==> config.mk <==
export PLATFORM = sky130hd
export DESIGN_NAME = lrx_core
export DESIGN_NICKNAME = d
export VERILOG_FILES = /design/src/core/lrx_pkg.sv /design/src/core/lrx_core.sv
export SDC_FILE = /design/constraint.sdc
export NUM_CORES = 1
export LEC_CHECK = 0
export ABC_AREA = 1
export CORE_MARGIN = 2
export CORE_UTILIZATION = 45
export DETAILED_ROUTE_END_ITERATION = 10
export DONT_BUFFER_PORTS = 1
export PLACE_DENSITY = 0.63
export SKIP_CTS_REPAIR_TIMING = 1
export SLEW_MARGIN = 20
export SYNTH_ARGS = -nofsm -noshare
export SYNTH_HDL_FRONTEND = slang
export SYNTH_SLANG_ARGS = --single-unit
==> constraint.sdc <==
create_clock -name CLK -period 1.9 [get_ports CLK]
set_input_delay 0.095 -clock CLK [delete_from_list [all_inputs] [get_ports CLK]]
set_output_delay 0.095 -clock CLK [all_outputs]
set_load 0.005 [all_outputs]
==> src/core/lrx_pkg.sv <==
// constants and types for the link recovery exit and management message checker
//
// Operation
// - send own link reset within 5 ms of receiving the remote link reset
// - disable local port within 5 ms of later of link reset sent or received
// - enable local port within 5 ms of later of disable seen or port disabled
// - first exit action clears the port operational flag
// - next set window size to 1 and ack timeout within 100 to 200 us
// - then enter privileged mode so application frames are discarded
// - then start the alert process with the exit's alert code
// - last exit action restarts the affected port
// - message checks run: unknown, unsupported, short, route id, tag, context, reserved
// - unrecognised message code raises unknown-message alert without further parsing
// - supported-but-unimplemented code or wrong frame type raises unknown-message alert
// - message shorter than its type length raises too-short alert
// - longer message than specified is accepted without error
// - responder with unknown reply route id sends nothing and raises alert
// - out-of-context message discarded; configurator logs, responder ignores
// - valid message with reserved content still parsed and answered per type
// - node query gets normal reply; node query reply gets none
// - listed request types with reserved content answered with invalid-field response
// - async reply with reserved content: no reply, stop resend, clear alert data
package lrx_pkg;
    // timing: 5 ms paths, ack timeout chosen in the 100..200 us window
    localparam int unsigned CLK_HZ = 125000000;
    localparam int unsigned PATH_LIMIT_US = 5000;
    localparam int unsigned PATH_LIMIT_CYC = PATH_LIMIT_US * (CLK_HZ / 1000000);
    localparam int unsigned ACK_TMO_US = 150;
    localparam int unsigned ACK_TMO_CYC = ACK_TMO_US * (CLK_HZ / 1000000);
    localparam logic [7:0] WINDOW_AFTER_EXIT = 8'h01;
    localparam logic [7:0] WINDOW_RESET = 8'h08;
    localparam logic [15:0] ACK_TMO_RESET = 16'h0000;

    // message codes
    typedef enum logic [3:0] {
        MC_QUERY_NODE = 4'h0, MC_QUERY_NODE_REPLY = 4'h1, MC_CONFIGURE_PORT = 4'h2,
        MC_RESPONSE = 4'h3, MC_ASYNC_ALERT = 4'h4, MC_MASTER_ALERT = 4'h5,
        MC_QUIESCE = 4'h6, MC_ASYNC_REPLY = 4'h7, MC_QUERY_PROTOCOL = 4'h8,
        MC_QUERY_PROTOCOL_REPLY = 4'h9, MC_QUERY_PORT = 4'hA, MC_QUERY_PORT_REPLY = 4'hB,
        MC_DATA_READY = 4'hC, MC_DATA_REPLY = 4'hD, MC_DATA_REQUEST = 4'hE, MC_UNKNOWN = 4'hF
    } lrx_code_e;

    // verdicts of the message checker
    typedef enum logic [2:0] {
        VD_ACCEPT = 3'h0, VD_ALERT = 3'h1, VD_NO_REPLY = 3'h2, VD_DISCARD = 3'h3,
        VD_INVALID_FIELD = 3'h4, VD_LOG = 3'h5
    } lrx_verdict_e;

    // alert codes raised by the checker
    localparam logic [7:0] AC_UNKNOWN_MSG = 8'h20;
    localparam logic [7:0] AC_TOO_SHORT = 8'h21;
    localparam logic [7:0] AC_BAD_ROUTE = 8'h22;

    // recovery exit sequencer states
    typedef enum logic [2:0] {
        EX_IDLE = 3'h0, EX_CLR_OPER = 3'h1, EX_WINDOW = 3'h2, EX_PRIV = 3'h3,
        EX_ALERT = 3'h4, EX_RESTART = 3'h5
    } lrx_exit_e;
endpackage

==> src/core/lrx_core.sv <==
// link recovery path timing, unsuccessful-exit sequencer and management message checker
`timescale 1ns/1ps
module lrx_core #(
    parameter int unsigned PATH_LIMIT = lrx_pkg::PATH_LIMIT_CYC,
    parameter int unsigned LEN_W = 6
) (
    // clock and control
    input wire logic CLK,
    input wire logic RST,
    input wire logic CE,
    // recovery events from the link
    input wire logic LINK_RESET_RX,
    input wire logic LINK_RESET_TX_DONE,
    input wire logic DISABLE_CHARS_SEEN,
    input wire logic PORT_DISABLED,
    input wire logic ERP_FAIL,
    input wire logic [7:0] ERP_FAIL_CODE,
    // recovery actions
    output logic SEND_LINK_RESET,
    output logic DISABLE_PORT,
    output logic ENABLE_PORT,
    output logic PATH_TIMEOUT,
    output logic OPERATIONAL,
    output logic [7:0] WINDOW_SIZE,
    output logic [15:0] ACK_TIMEOUT,
    output logic PRIVILEGED,
    output logic EXIT_ALERT_START,
    output logic [7:0] EXIT_ALERT_CODE,
    output logic PORT_RESTART,
    // received message and its context
    input wire logic MSG_VALID,
    input wire logic [3:0] MSG_CODE,
    input wire logic MSG_SUPPORTED,
    input wire logic MSG_FRAME_TYPE_OK,
    input wire logic [LEN_W-1:0] MSG_LEN,
    input wire logic [LEN_W-1:0] MSG_MIN_LEN,
    input wire logic ROUTE_ID_KNOWN,
    input wire logic TAG_OK,
    input wire logic IN_CONTEXT,
    input wire logic RESERVED_SET,
    input wire logic IS_CONFIGURATOR,
    // checker results
    output logic CHK_DONE,
    output logic [2:0] CHK_VERDICT,
    output logic [7:0] CHK_ALERT_CODE,
    output logic CHK_NORMAL_REPLY,
    output logic CHK_MASTER_ALERT,
    output logic CHK_CANCEL_IO,
    output logic CHK_CLEAR_ALERT
);
    import lrx_pkg::*;

    // ****************************************
    // recovery path timers
    // ****************************************
    logic [22:0] tx_cnt_r, dis_cnt_r, en_cnt_r;
    logic tx_arm_r, dis_arm_r, en_arm_r;
    logic rr_seen_r, rs_seen_r, dc_seen_r, pd_seen_r;

    // answer to remote link reset at once; the timer only guards a stalled transmitter
    always_ff @(posedge CLK)
    begin
        if (RST)
        begin
            tx_arm_r <= 1'b0;
            tx_cnt_r <= 23'h000000;
            SEND_LINK_RESET <= 1'b0;
        end
        else if (CE)
        begin
            SEND_LINK_RESET <= LINK_RESET_RX && !tx_arm_r;
            if (LINK_RESET_RX && !tx_arm_r)
            begin
                tx_arm_r <= 1'b1;
                tx_cnt_r <= 23'h000000;
            end
            else if (tx_arm_r)
            begin
                if (LINK_RESET_TX_DONE)
                    tx_arm_r <= 1'b0;
                tx_cnt_r <= tx_cnt_r + 23'h000001;
            end
        end
    end

    // disable after the later of reset sent and reset received
    always_ff @(posedge CLK)
    begin
        if (RST)
        begin
            rr_seen_r <= 1'b0;
            rs_seen_r <= 1'b0;
            dis_arm_r <= 1'b0;
            dis_cnt_r <= 23'h000000;
            DISABLE_PORT <= 1'b0;
        end
        else if (CE)
        begin
            DISABLE_PORT <= 1'b0;
            if (LINK_RESET_RX)
                rr_seen_r <= 1'b1;
            if (LINK_RESET_TX_DONE)
                rs_seen_r <= 1'b1;
            if ((rr_seen_r || LINK_RESET_RX) && (rs_seen_r || LINK_RESET_TX_DONE) && !dis_arm_r)
            begin
                dis_arm_r <= 1'b1;
                dis_cnt_r <= 23'h000000;
                DISABLE_PORT <= 1'b1;
                rr_seen_r <= 1'b0;
                rs_seen_r <= 1'b0;
            end
            else if (dis_arm_r)
            begin
                if (PORT_DISABLED)
                    dis_arm_r <= 1'b0;
                dis_cnt_r <= dis_cnt_r + 23'h000001;
            end
        end
    end

    // enable after the later of disable characters seen and local port disabled
    always_ff @(posedge CLK)
    begin
        if (RST)
        begin
            dc_seen_r <= 1'b0;
            pd_seen_r <= 1'b0;
            en_arm_r <= 1'b0;
            en_cnt_r <= 23'h000000;
            ENABLE_PORT <= 1'b0;
        end
        else if (CE)
        begin
            ENABLE_PORT <= 1'b0;
            if (DISABLE_CHARS_SEEN)
                dc_seen_r <= 1'b1;
            if (PORT_DISABLED)
                pd_seen_r <= 1'b1;
            if ((dc_seen_r || DISABLE_CHARS_SEEN) && (pd_seen_r || PORT_DISABLED))
            begin
                ENABLE_PORT <= 1'b1;
                en_arm_r <= 1'b1;
                en_cnt_r <= 23'h000000;
                dc_seen_r <= 1'b0;
                pd_seen_r <= 1'b0;
            end
            else if (en_arm_r)
            begin
                en_arm_r <= 1'b0;
                en_cnt_r <= en_cnt_r + 23'h000001;
            end
        end
    end

    // flags a path that overran its limit so the link layer can see it
    always_ff @(posedge CLK)
    begin
        if (RST)
            PATH_TIMEOUT <= 1'b0;
        else if (CE)
            PATH_TIMEOUT <= (tx_arm_r && tx_cnt_r >= 23'(PATH_LIMIT)) ||
                            (dis_arm_r && dis_cnt_r >= 23'(PATH_LIMIT));
    end

    // ****************************************
    // unsuccessful exit sequencer
    // ****************************************
    lrx_exit_e ex_r;
    logic [7:0] code_r;

    // one action per cycle, strictly in order; a new failure mid-sequence is ignored
    always_ff @(posedge CLK)
    begin
        if (RST)
        begin
            ex_r <= EX_IDLE;
            code_r <= 8'h00;
            OPERATIONAL <= 1'b1;
            WINDOW_SIZE <= WINDOW_RESET;
            ACK_TIMEOUT <= ACK_TMO_RESET;
            PRIVILEGED <= 1'b0;
            EXIT_ALERT_START <= 1'b0;
            EXIT_ALERT_CODE <= 8'h00;
            PORT_RESTART <= 1'b0;
        end
        else if (CE)
        begin
            EXIT_ALERT_START <= 1'b0;
            PORT_RESTART <= 1'b0;
            case (ex_r)
                EX_IDLE:
                begin
                    if (ERP_FAIL)
                    begin
                        code_r <= ERP_FAIL_CODE;
                        ex_r <= EX_CLR_OPER;
                    end
                end
                EX_CLR_OPER:
                begin
                    OPERATIONAL <= 1'b0;
                    ex_r <= EX_WINDOW;
                end
                EX_WINDOW:
                begin
                    WINDOW_SIZE <= WINDOW_AFTER_EXIT;
                    ACK_TIMEOUT <= 16'(ACK_TMO_CYC);
                    ex_r <= EX_PRIV;
                end
                EX_PRIV:
                begin
                    PRIVILEGED <= 1'b1;
                    ex_r <= EX_ALERT;
                end
                EX_ALERT:
                begin
                    EXIT_ALERT_START <= 1'b1;
                    EXIT_ALERT_CODE <= code_r;
                    ex_r <= EX_RESTART;
                end
                EX_RESTART:
                begin
                    PORT_RESTART <= 1'b1;
                    ex_r <= EX_IDLE;
                end
                default:
                    ex_r <= EX_IDLE;
            endcase
        end
    end

    // ****************************************
    // management message checker
    // ****************************************
    // single-cycle verdict; the first failing check in order decides
    always_ff @(posedge CLK)
    begin
        if (RST)
        begin
            CHK_DONE <= 1'b0;
            CHK_VERDICT <= VD_ACCEPT;
            CHK_ALERT_CODE <= 8'h00;
            CHK_NORMAL_REPLY <= 1'b0;
            CHK_MASTER_ALERT <= 1'b0;
            CHK_CANCEL_IO <= 1'b0;
            CHK_CLEAR_ALERT <= 1'b0;
        end
        else if (CE)
        begin
            CHK_DONE <= MSG_VALID;
            CHK_ALERT_CODE <= 8'h00;
            CHK_NORMAL_REPLY <= 1'b0;
            CHK_MASTER_ALERT <= 1'b0;
            CHK_CANCEL_IO <= 1'b0;
            CHK_CLEAR_ALERT <= 1'b0;
            CHK_VERDICT <= VD_ACCEPT;
            if (MSG_VALID)
            begin
                if (MSG_CODE == MC_UNKNOWN)
                begin
                    CHK_VERDICT <= VD_ALERT;
                    CHK_ALERT_CODE <= AC_UNKNOWN_MSG;
                end
                else if (!MSG_SUPPORTED || !MSG_FRAME_TYPE_OK)
                begin
                    CHK_VERDICT <= VD_ALERT;
                    CHK_ALERT_CODE <= AC_UNKNOWN_MSG;
                end
                else if (MSG_LEN < MSG_MIN_LEN) // longer is fine
                begin
                    CHK_VERDICT <= VD_ALERT;
                    CHK_ALERT_CODE <= AC_TOO_SHORT;
                end
                else if (!IS_CONFIGURATOR && !ROUTE_ID_KNOWN)
                begin
                    CHK_VERDICT <= VD_ALERT;
                    CHK_ALERT_CODE <= AC_BAD_ROUTE;
                end
                else if (IS_CONFIGURATOR && !TAG_OK)
                    CHK_VERDICT <= VD_DISCARD;
                else if (!IN_CONTEXT)
                    CHK_VERDICT <= IS_CONFIGURATOR ? VD_LOG : VD_DISCARD;
                else if (RESERVED_SET)
                begin
                    case (lrx_code_e'(MSG_CODE))
                        MC_QUERY_NODE:
                        begin
                            CHK_VERDICT <= VD_ACCEPT;
                            CHK_NORMAL_REPLY <= 1'b1;
                        end
                        MC_QUERY_NODE_REPLY:
                            CHK_VERDICT <= VD_NO_REPLY;
                        MC_ASYNC_ALERT:
                        begin
                            CHK_VERDICT <= VD_INVALID_FIELD;
                            CHK_MASTER_ALERT <= 1'b1;
                        end
                        MC_ASYNC_REPLY:
                        begin
                            CHK_VERDICT <= VD_NO_REPLY;
                            CHK_CLEAR_ALERT <= 1'b1;
                        end
                        MC_RESPONSE, MC_QUERY_PROTOCOL_REPLY, MC_QUERY_PORT_REPLY:
                            CHK_VERDICT <= VD_DISCARD;
                        MC_DATA_READY, MC_DATA_REQUEST:
                        begin
                            CHK_VERDICT <= VD_DISCARD;
                            CHK_CANCEL_IO <= 1'b1;
                        end
                        default:
                            CHK_VERDICT <= VD_INVALID_FIELD;
                    endcase
                end
                else
                    CHK_NORMAL_REPLY <= 1'b1;
            end
        end
    end
endmodule

### After elaboration in Yosys (flattened, before gate mapping)

Cells that the tools add are included.

* bits in registers: 98
* input port bits: 40
* word-level logic and storage cells: 167

* add/sub/neg operators: 2
* $lt $le $gt $ge: 3
* equality and inequality tests: 15
* mux-type cells: 75
* reductions and logical operators: 44

Operator list (number)
* 23-bit 2-to-1 mux: 4
* 1-bit 2-to-1 mux: 54
* 23-bit by 1-bit adder with 23-bit output (second input constant): 2
* 23-bit by 20-bit >= comparator with 1-bit output (second input constant): 2
* 3-bit 2-to-1 mux: 10
* 6-bit 2-to-1 mux: 5
* 2-bit AND reduction: 11
* 4-bit equality test (second input constant): 5
* 3-bit one-hot mux with 5 select lines: 1
* 2-bit nonzero test: 6
* 3-bit one-hot mux with 3 select lines: 1
* 4-bit by 3-bit equality test with 1-bit output (second input constant): 2
* 1-bit logical AND: 8
* 1-bit zero test: 7
* 3-bit by 2-bit equality test with 1-bit output (second input constant): 2
* 3-bit equality test (second input constant): 2
* 1-bit logical OR: 6
* 6-bit less-than comparator: 1
* 5-bit OR reduction: 1
* 4-bit by 1-bit equality test with 1-bit output (second input constant): 1
* 4-bit by 2-bit equality test with 1-bit output (second input constant): 1
* 4-bit zero test: 1
* 2-bit OR reduction: 2
* 3-bit by 1-bit equality test with 1-bit output (second input constant): 1
* 3 further kinds: 3

### Longest topological paths before layout

* depth after elaboration: 11
* gate-level depth with buffers: 11
* mapped depth without buffers: 10

### Worst setup path before layout

No wires, ideal clock.

* path kind: reg-to-reg
* from: register tx_cnt_r[0]
* to: register tx_cnt_r[14]
* setup time: 0.118 ns
* arrival: 1.350 ns
* required time: 1.782 ns
* setup slack: 0.432 ns
* cell stages (with the launch flop): 9
* buffers on the path: 0
* period minus slack after synthesis: 1.468 ns
* cells stage by stage: dfxtp_1 ha_1 inv_1 nor2_2 nand3_2 nor3_2 nand2_1 nor3_1 nor2_1

* longest elaborated chain between the ends: 3

RTL lines
* start: declaration: line lrx_core.sv:56 `logic [22:0] tx_cnt_r, dis_cnt_r, en_cnt_r;`
* start signal: assignment: line lrx_core.sv:81 `tx_cnt_r <= tx_cnt_r + 23'h000001;`
* 23-bit by 1-bit adder with 23-bit output: line lrx_core.sv:81
* 23-bit 2-to-1 mux: line lrx_core.sv:77 `else if (tx_arm_r)`
* 23-bit 2-to-1 mux: line lrx_core.sv:72 `if (LINK_RESET_RX && !tx_arm_r)`

No other way between the ends. The select of a mux whose other input is x is not followed.
A chain may end at the register's enable or synchronous reset.

### Final worst setup path

* from: input CE
* to: register tx_cnt_r[15]

* longest elaborated chain between the ends: 1

RTL lines
* start: declaration: line lrx_core.sv:10 `input wire logic CE,`
* 2-bit AND reduction (no source line)

No other way between the ends.

==> out/qor.csv <==
stage,metric,value,unit
grt,total track usage,18.8,%
routing,first drt pass iteration count,5,
worst_setup_path,Worst Path Required,2190,ps
die,die area,11700,um^2
grt,initial antenna violation count,0,
clock_network,Clock Sinks,92,
timing,max_slew headroom,63.3,%
routing,Detailed Route Iter0 Violations,203,
grt,GR Util met2,30.2,%
yosys,Synth Area per Inst,6.60,um^2
timing,Final Setup Violations,0,
final_layout,Final Instance Area,5390,um^2
yosys,sequential area share after synthesis,37.7,%
final_layout,share of layout cells above drive strength 1,5.36,%
worst_setup_path,CP arrival,2060,ps
clock_network,Clock Path Buffers,2,
routing,Antenna Violating Nets Remaining,0,
routing,"wirelength, routed",11.1,mm
die,DIE HEIGHT,108,um
die,Core Region,10700,um^2
routing,post-DR vias/cell,5.01,
final_layout,Antenna Cells,0,
die,Chip Width,108,um
routing,DR vias,4538,
placement,Final HPWL DP,7.94,mm
grt,busiest layer in global routing,met2,
grt,number of global-route vias before repair,4051,
yosys,Yosys top cell by area,dfxtp_1,
timing,clock skew,9.02,ps
final_layout,fin util,50.3,%
timing,final hold viol count,1,
yosys,Cells after Synth,741,
clock_network,"Clk Latency, worst-skew pair",380,ps
timing,worst slew pin tran,549,ps
run,Max-cap violations,0,
final_layout,Final Non-Filler Cells,905,
outcome,status,finished with violations,
yosys,number of flops mapped to enable cells by yosys,0,
worst_setup_path,CP endpoint kind,flop,
clock_network,root buffer cell,clkbuf_8,
yosys,library cells used by synthesis,43,
pwr,Pleak,2.22,nW
yosys,"count leader, synth",nand2_1,
clock_network,Clock transition at path regs,100,ps
yosys,synth top area cells,"dfxtp_1 38%, nand2_1 13%, nor2_1 8.1%",
worst_setup_path,startpoint types,input port,
yosys,Post-synth top cells,"172 x nand2_1, 106 x nor2_1, 100 x inv_1",
final_layout,synth-to-layout area growth,10.1,%
die,io pins,96,
worst_setup_path,Worst Path Max Fanout,10,
clock_network,CTS tree,yes,
yosys,synthesis-stage register bit count,92,
grt,largest net degree at the start of global routing,32,
placement,Placed Instances,866,
worst_setup_path,Crit Path Class,in2reg,
clock_network,CTS Buf Count,9,
grt,met1 usage,24.1,%
timing,Final period util,93.5,%
placement,Port Buffer Count,0,
clock_network,CTS H-tree depth,3,
yosys,main flop type after synthesis,dfxtp_1,
placement,placed inst area,4920,um^2
timing,setup total negative slack,0,ps
pwr,Max IR drop VDD,0.500,mV
grt,grt total ovfl,0,
yosys,asr flop ratio synth,0,%
routing,Remaining DRCs,0,
hold_path,hold crit path type,in2reg,
pwr,pwr dens,702,nW/um^2
yosys,Synth top area share,37.7,%
timing,FMAX,0.563,GHz
grt,first-pass GRT wire length,17.9,mm
final_layout,nets,809,
outcome,failing checks,hold timing,
routing,WL/cell,12.2,um
timing,post-route minimum period,1780,ps
pwr,"Power, Total",3.78,mW
placement,routability cong.,0.862,
die,site row count,38,
timing,RSZ-0062 raised after global routing,false,
grt,GR Util met3,6.63,%
timing,Final Hold Slack,-0.273,ps
yosys,synth warn,0,
die,Starting Density,45.7,%
timing,Final Max Tran Viols,0,
yosys,post-synthesis cell area,4890,um^2
[layout by cell type (no fill, tap or decap), drive strengths merged, types with 2 or more instances in the layout]
cell,Yosys,layout
o211ai,2,2
xor2,2,2
nand2,177,177
dfxtp,92,92
a31oi,4,4
clkbuf,6,9
nor3b,2,2
o21ai,31,31
clkinv,1,3
dlygate4sd3,0,22
o21a,3,3
nor2,109,109
conb,1,19
a21oi,70,70
buf,34,8
nor3,21,21
ha,9,9
nand4,17,17
a211oi,2,2
inv,103,107
nand3,46,46
[path summary, 6_finish.rpt]
kind | startpoint | end | slack [ps] | cells after the start
worst max register to register | CHK_NORMAL_REPLY$_SDFFE_PP0P_ | CHK_NORMAL_REPLY$_SDFFE_PP0P_ | 140 | 6
worst min register to register | rs_seen_r$_SDFFE_PP0P_ | rs_seen_r$_SDFFE_PP0P_ | 470 | 2
worst max-delay path | CE | tx_cnt_r[15]$_SDFFE_PP0P_ | 120 | 11
worst min-delay path | CE | dis_cnt_r[1]$_SDFFE_PP0P_ | -0.3 | 4
[power breakdown]
part / switching (mW) / total [mW] / internal [mW]
Sequential: 0.0275 / 1.99 / 1.97
Clock: 0.824 / 1.48 / 0.658
Combinational: 0.194 / 0.304 / 0.111
[routing by layer]
metal	wire [um]	up-vias	share of wire, %
li1	-	2370	-
met1	5130	2022	46
met2	4930	132	45
met3	874	14	7.9
met4	123	0	1.1
met5	0	-	0
[area by class of cell]
cell class | count | area, um^2
flip-flops and latches | 92 | 1840
repair buffers | 30 | 293
multi-input cells | 523 | 2460
clock buffers | 9 | 124
clock inverters | 7 | 103
inverters | 104 | 393
well taps | 140 | 175
fillers | 1076 | 5310
[registers in the layout, indices dropped and copies added, names as in the netlist, 2 cells and up]
register,cells
EXIT_ALERT_CODE,8
WINDOW_SIZE,2
tx_cnt_r,23
CHK_VERDICT,3
CHK_ALERT_CODE,3
ex_r,3
dis_cnt_r,23
code_r,8
[kinds of logic (layout without fill, tap and decap cells)]
family	count (synthesis)	in the layout	synth area share, %
simple gates	376	376	33.4
other cells	1	19	0.0767
xor+xnor	2	2	0.358
flops	92	92	37.7
fa+ha+maj	9	9	2.30
compound gates	117	117	12.7
buf+inv	144	150	13.5
[through the flow]
stage | hold WS, ps | worst slack (ps)
floorplan | 187 | 432
global placement | 168 | 277
detailed placement | 169 | 214
CTS | -247 | 178
global route | 18.9 | 1.55
finish | -0.273 | 123
[worst max-delay path, cell delays in order]
cell and delay [ps]:
dlygate4sd3_1 880, nand2_4 140, nand2_8 140, inv_4 50, or2_4 250, nor2_4 180, nand2_1 70, nand2_1 90
o21ai_1 80, nand2_1 50, inv_1 30
No activity file was read; power rests on OpenSTA's default activity.
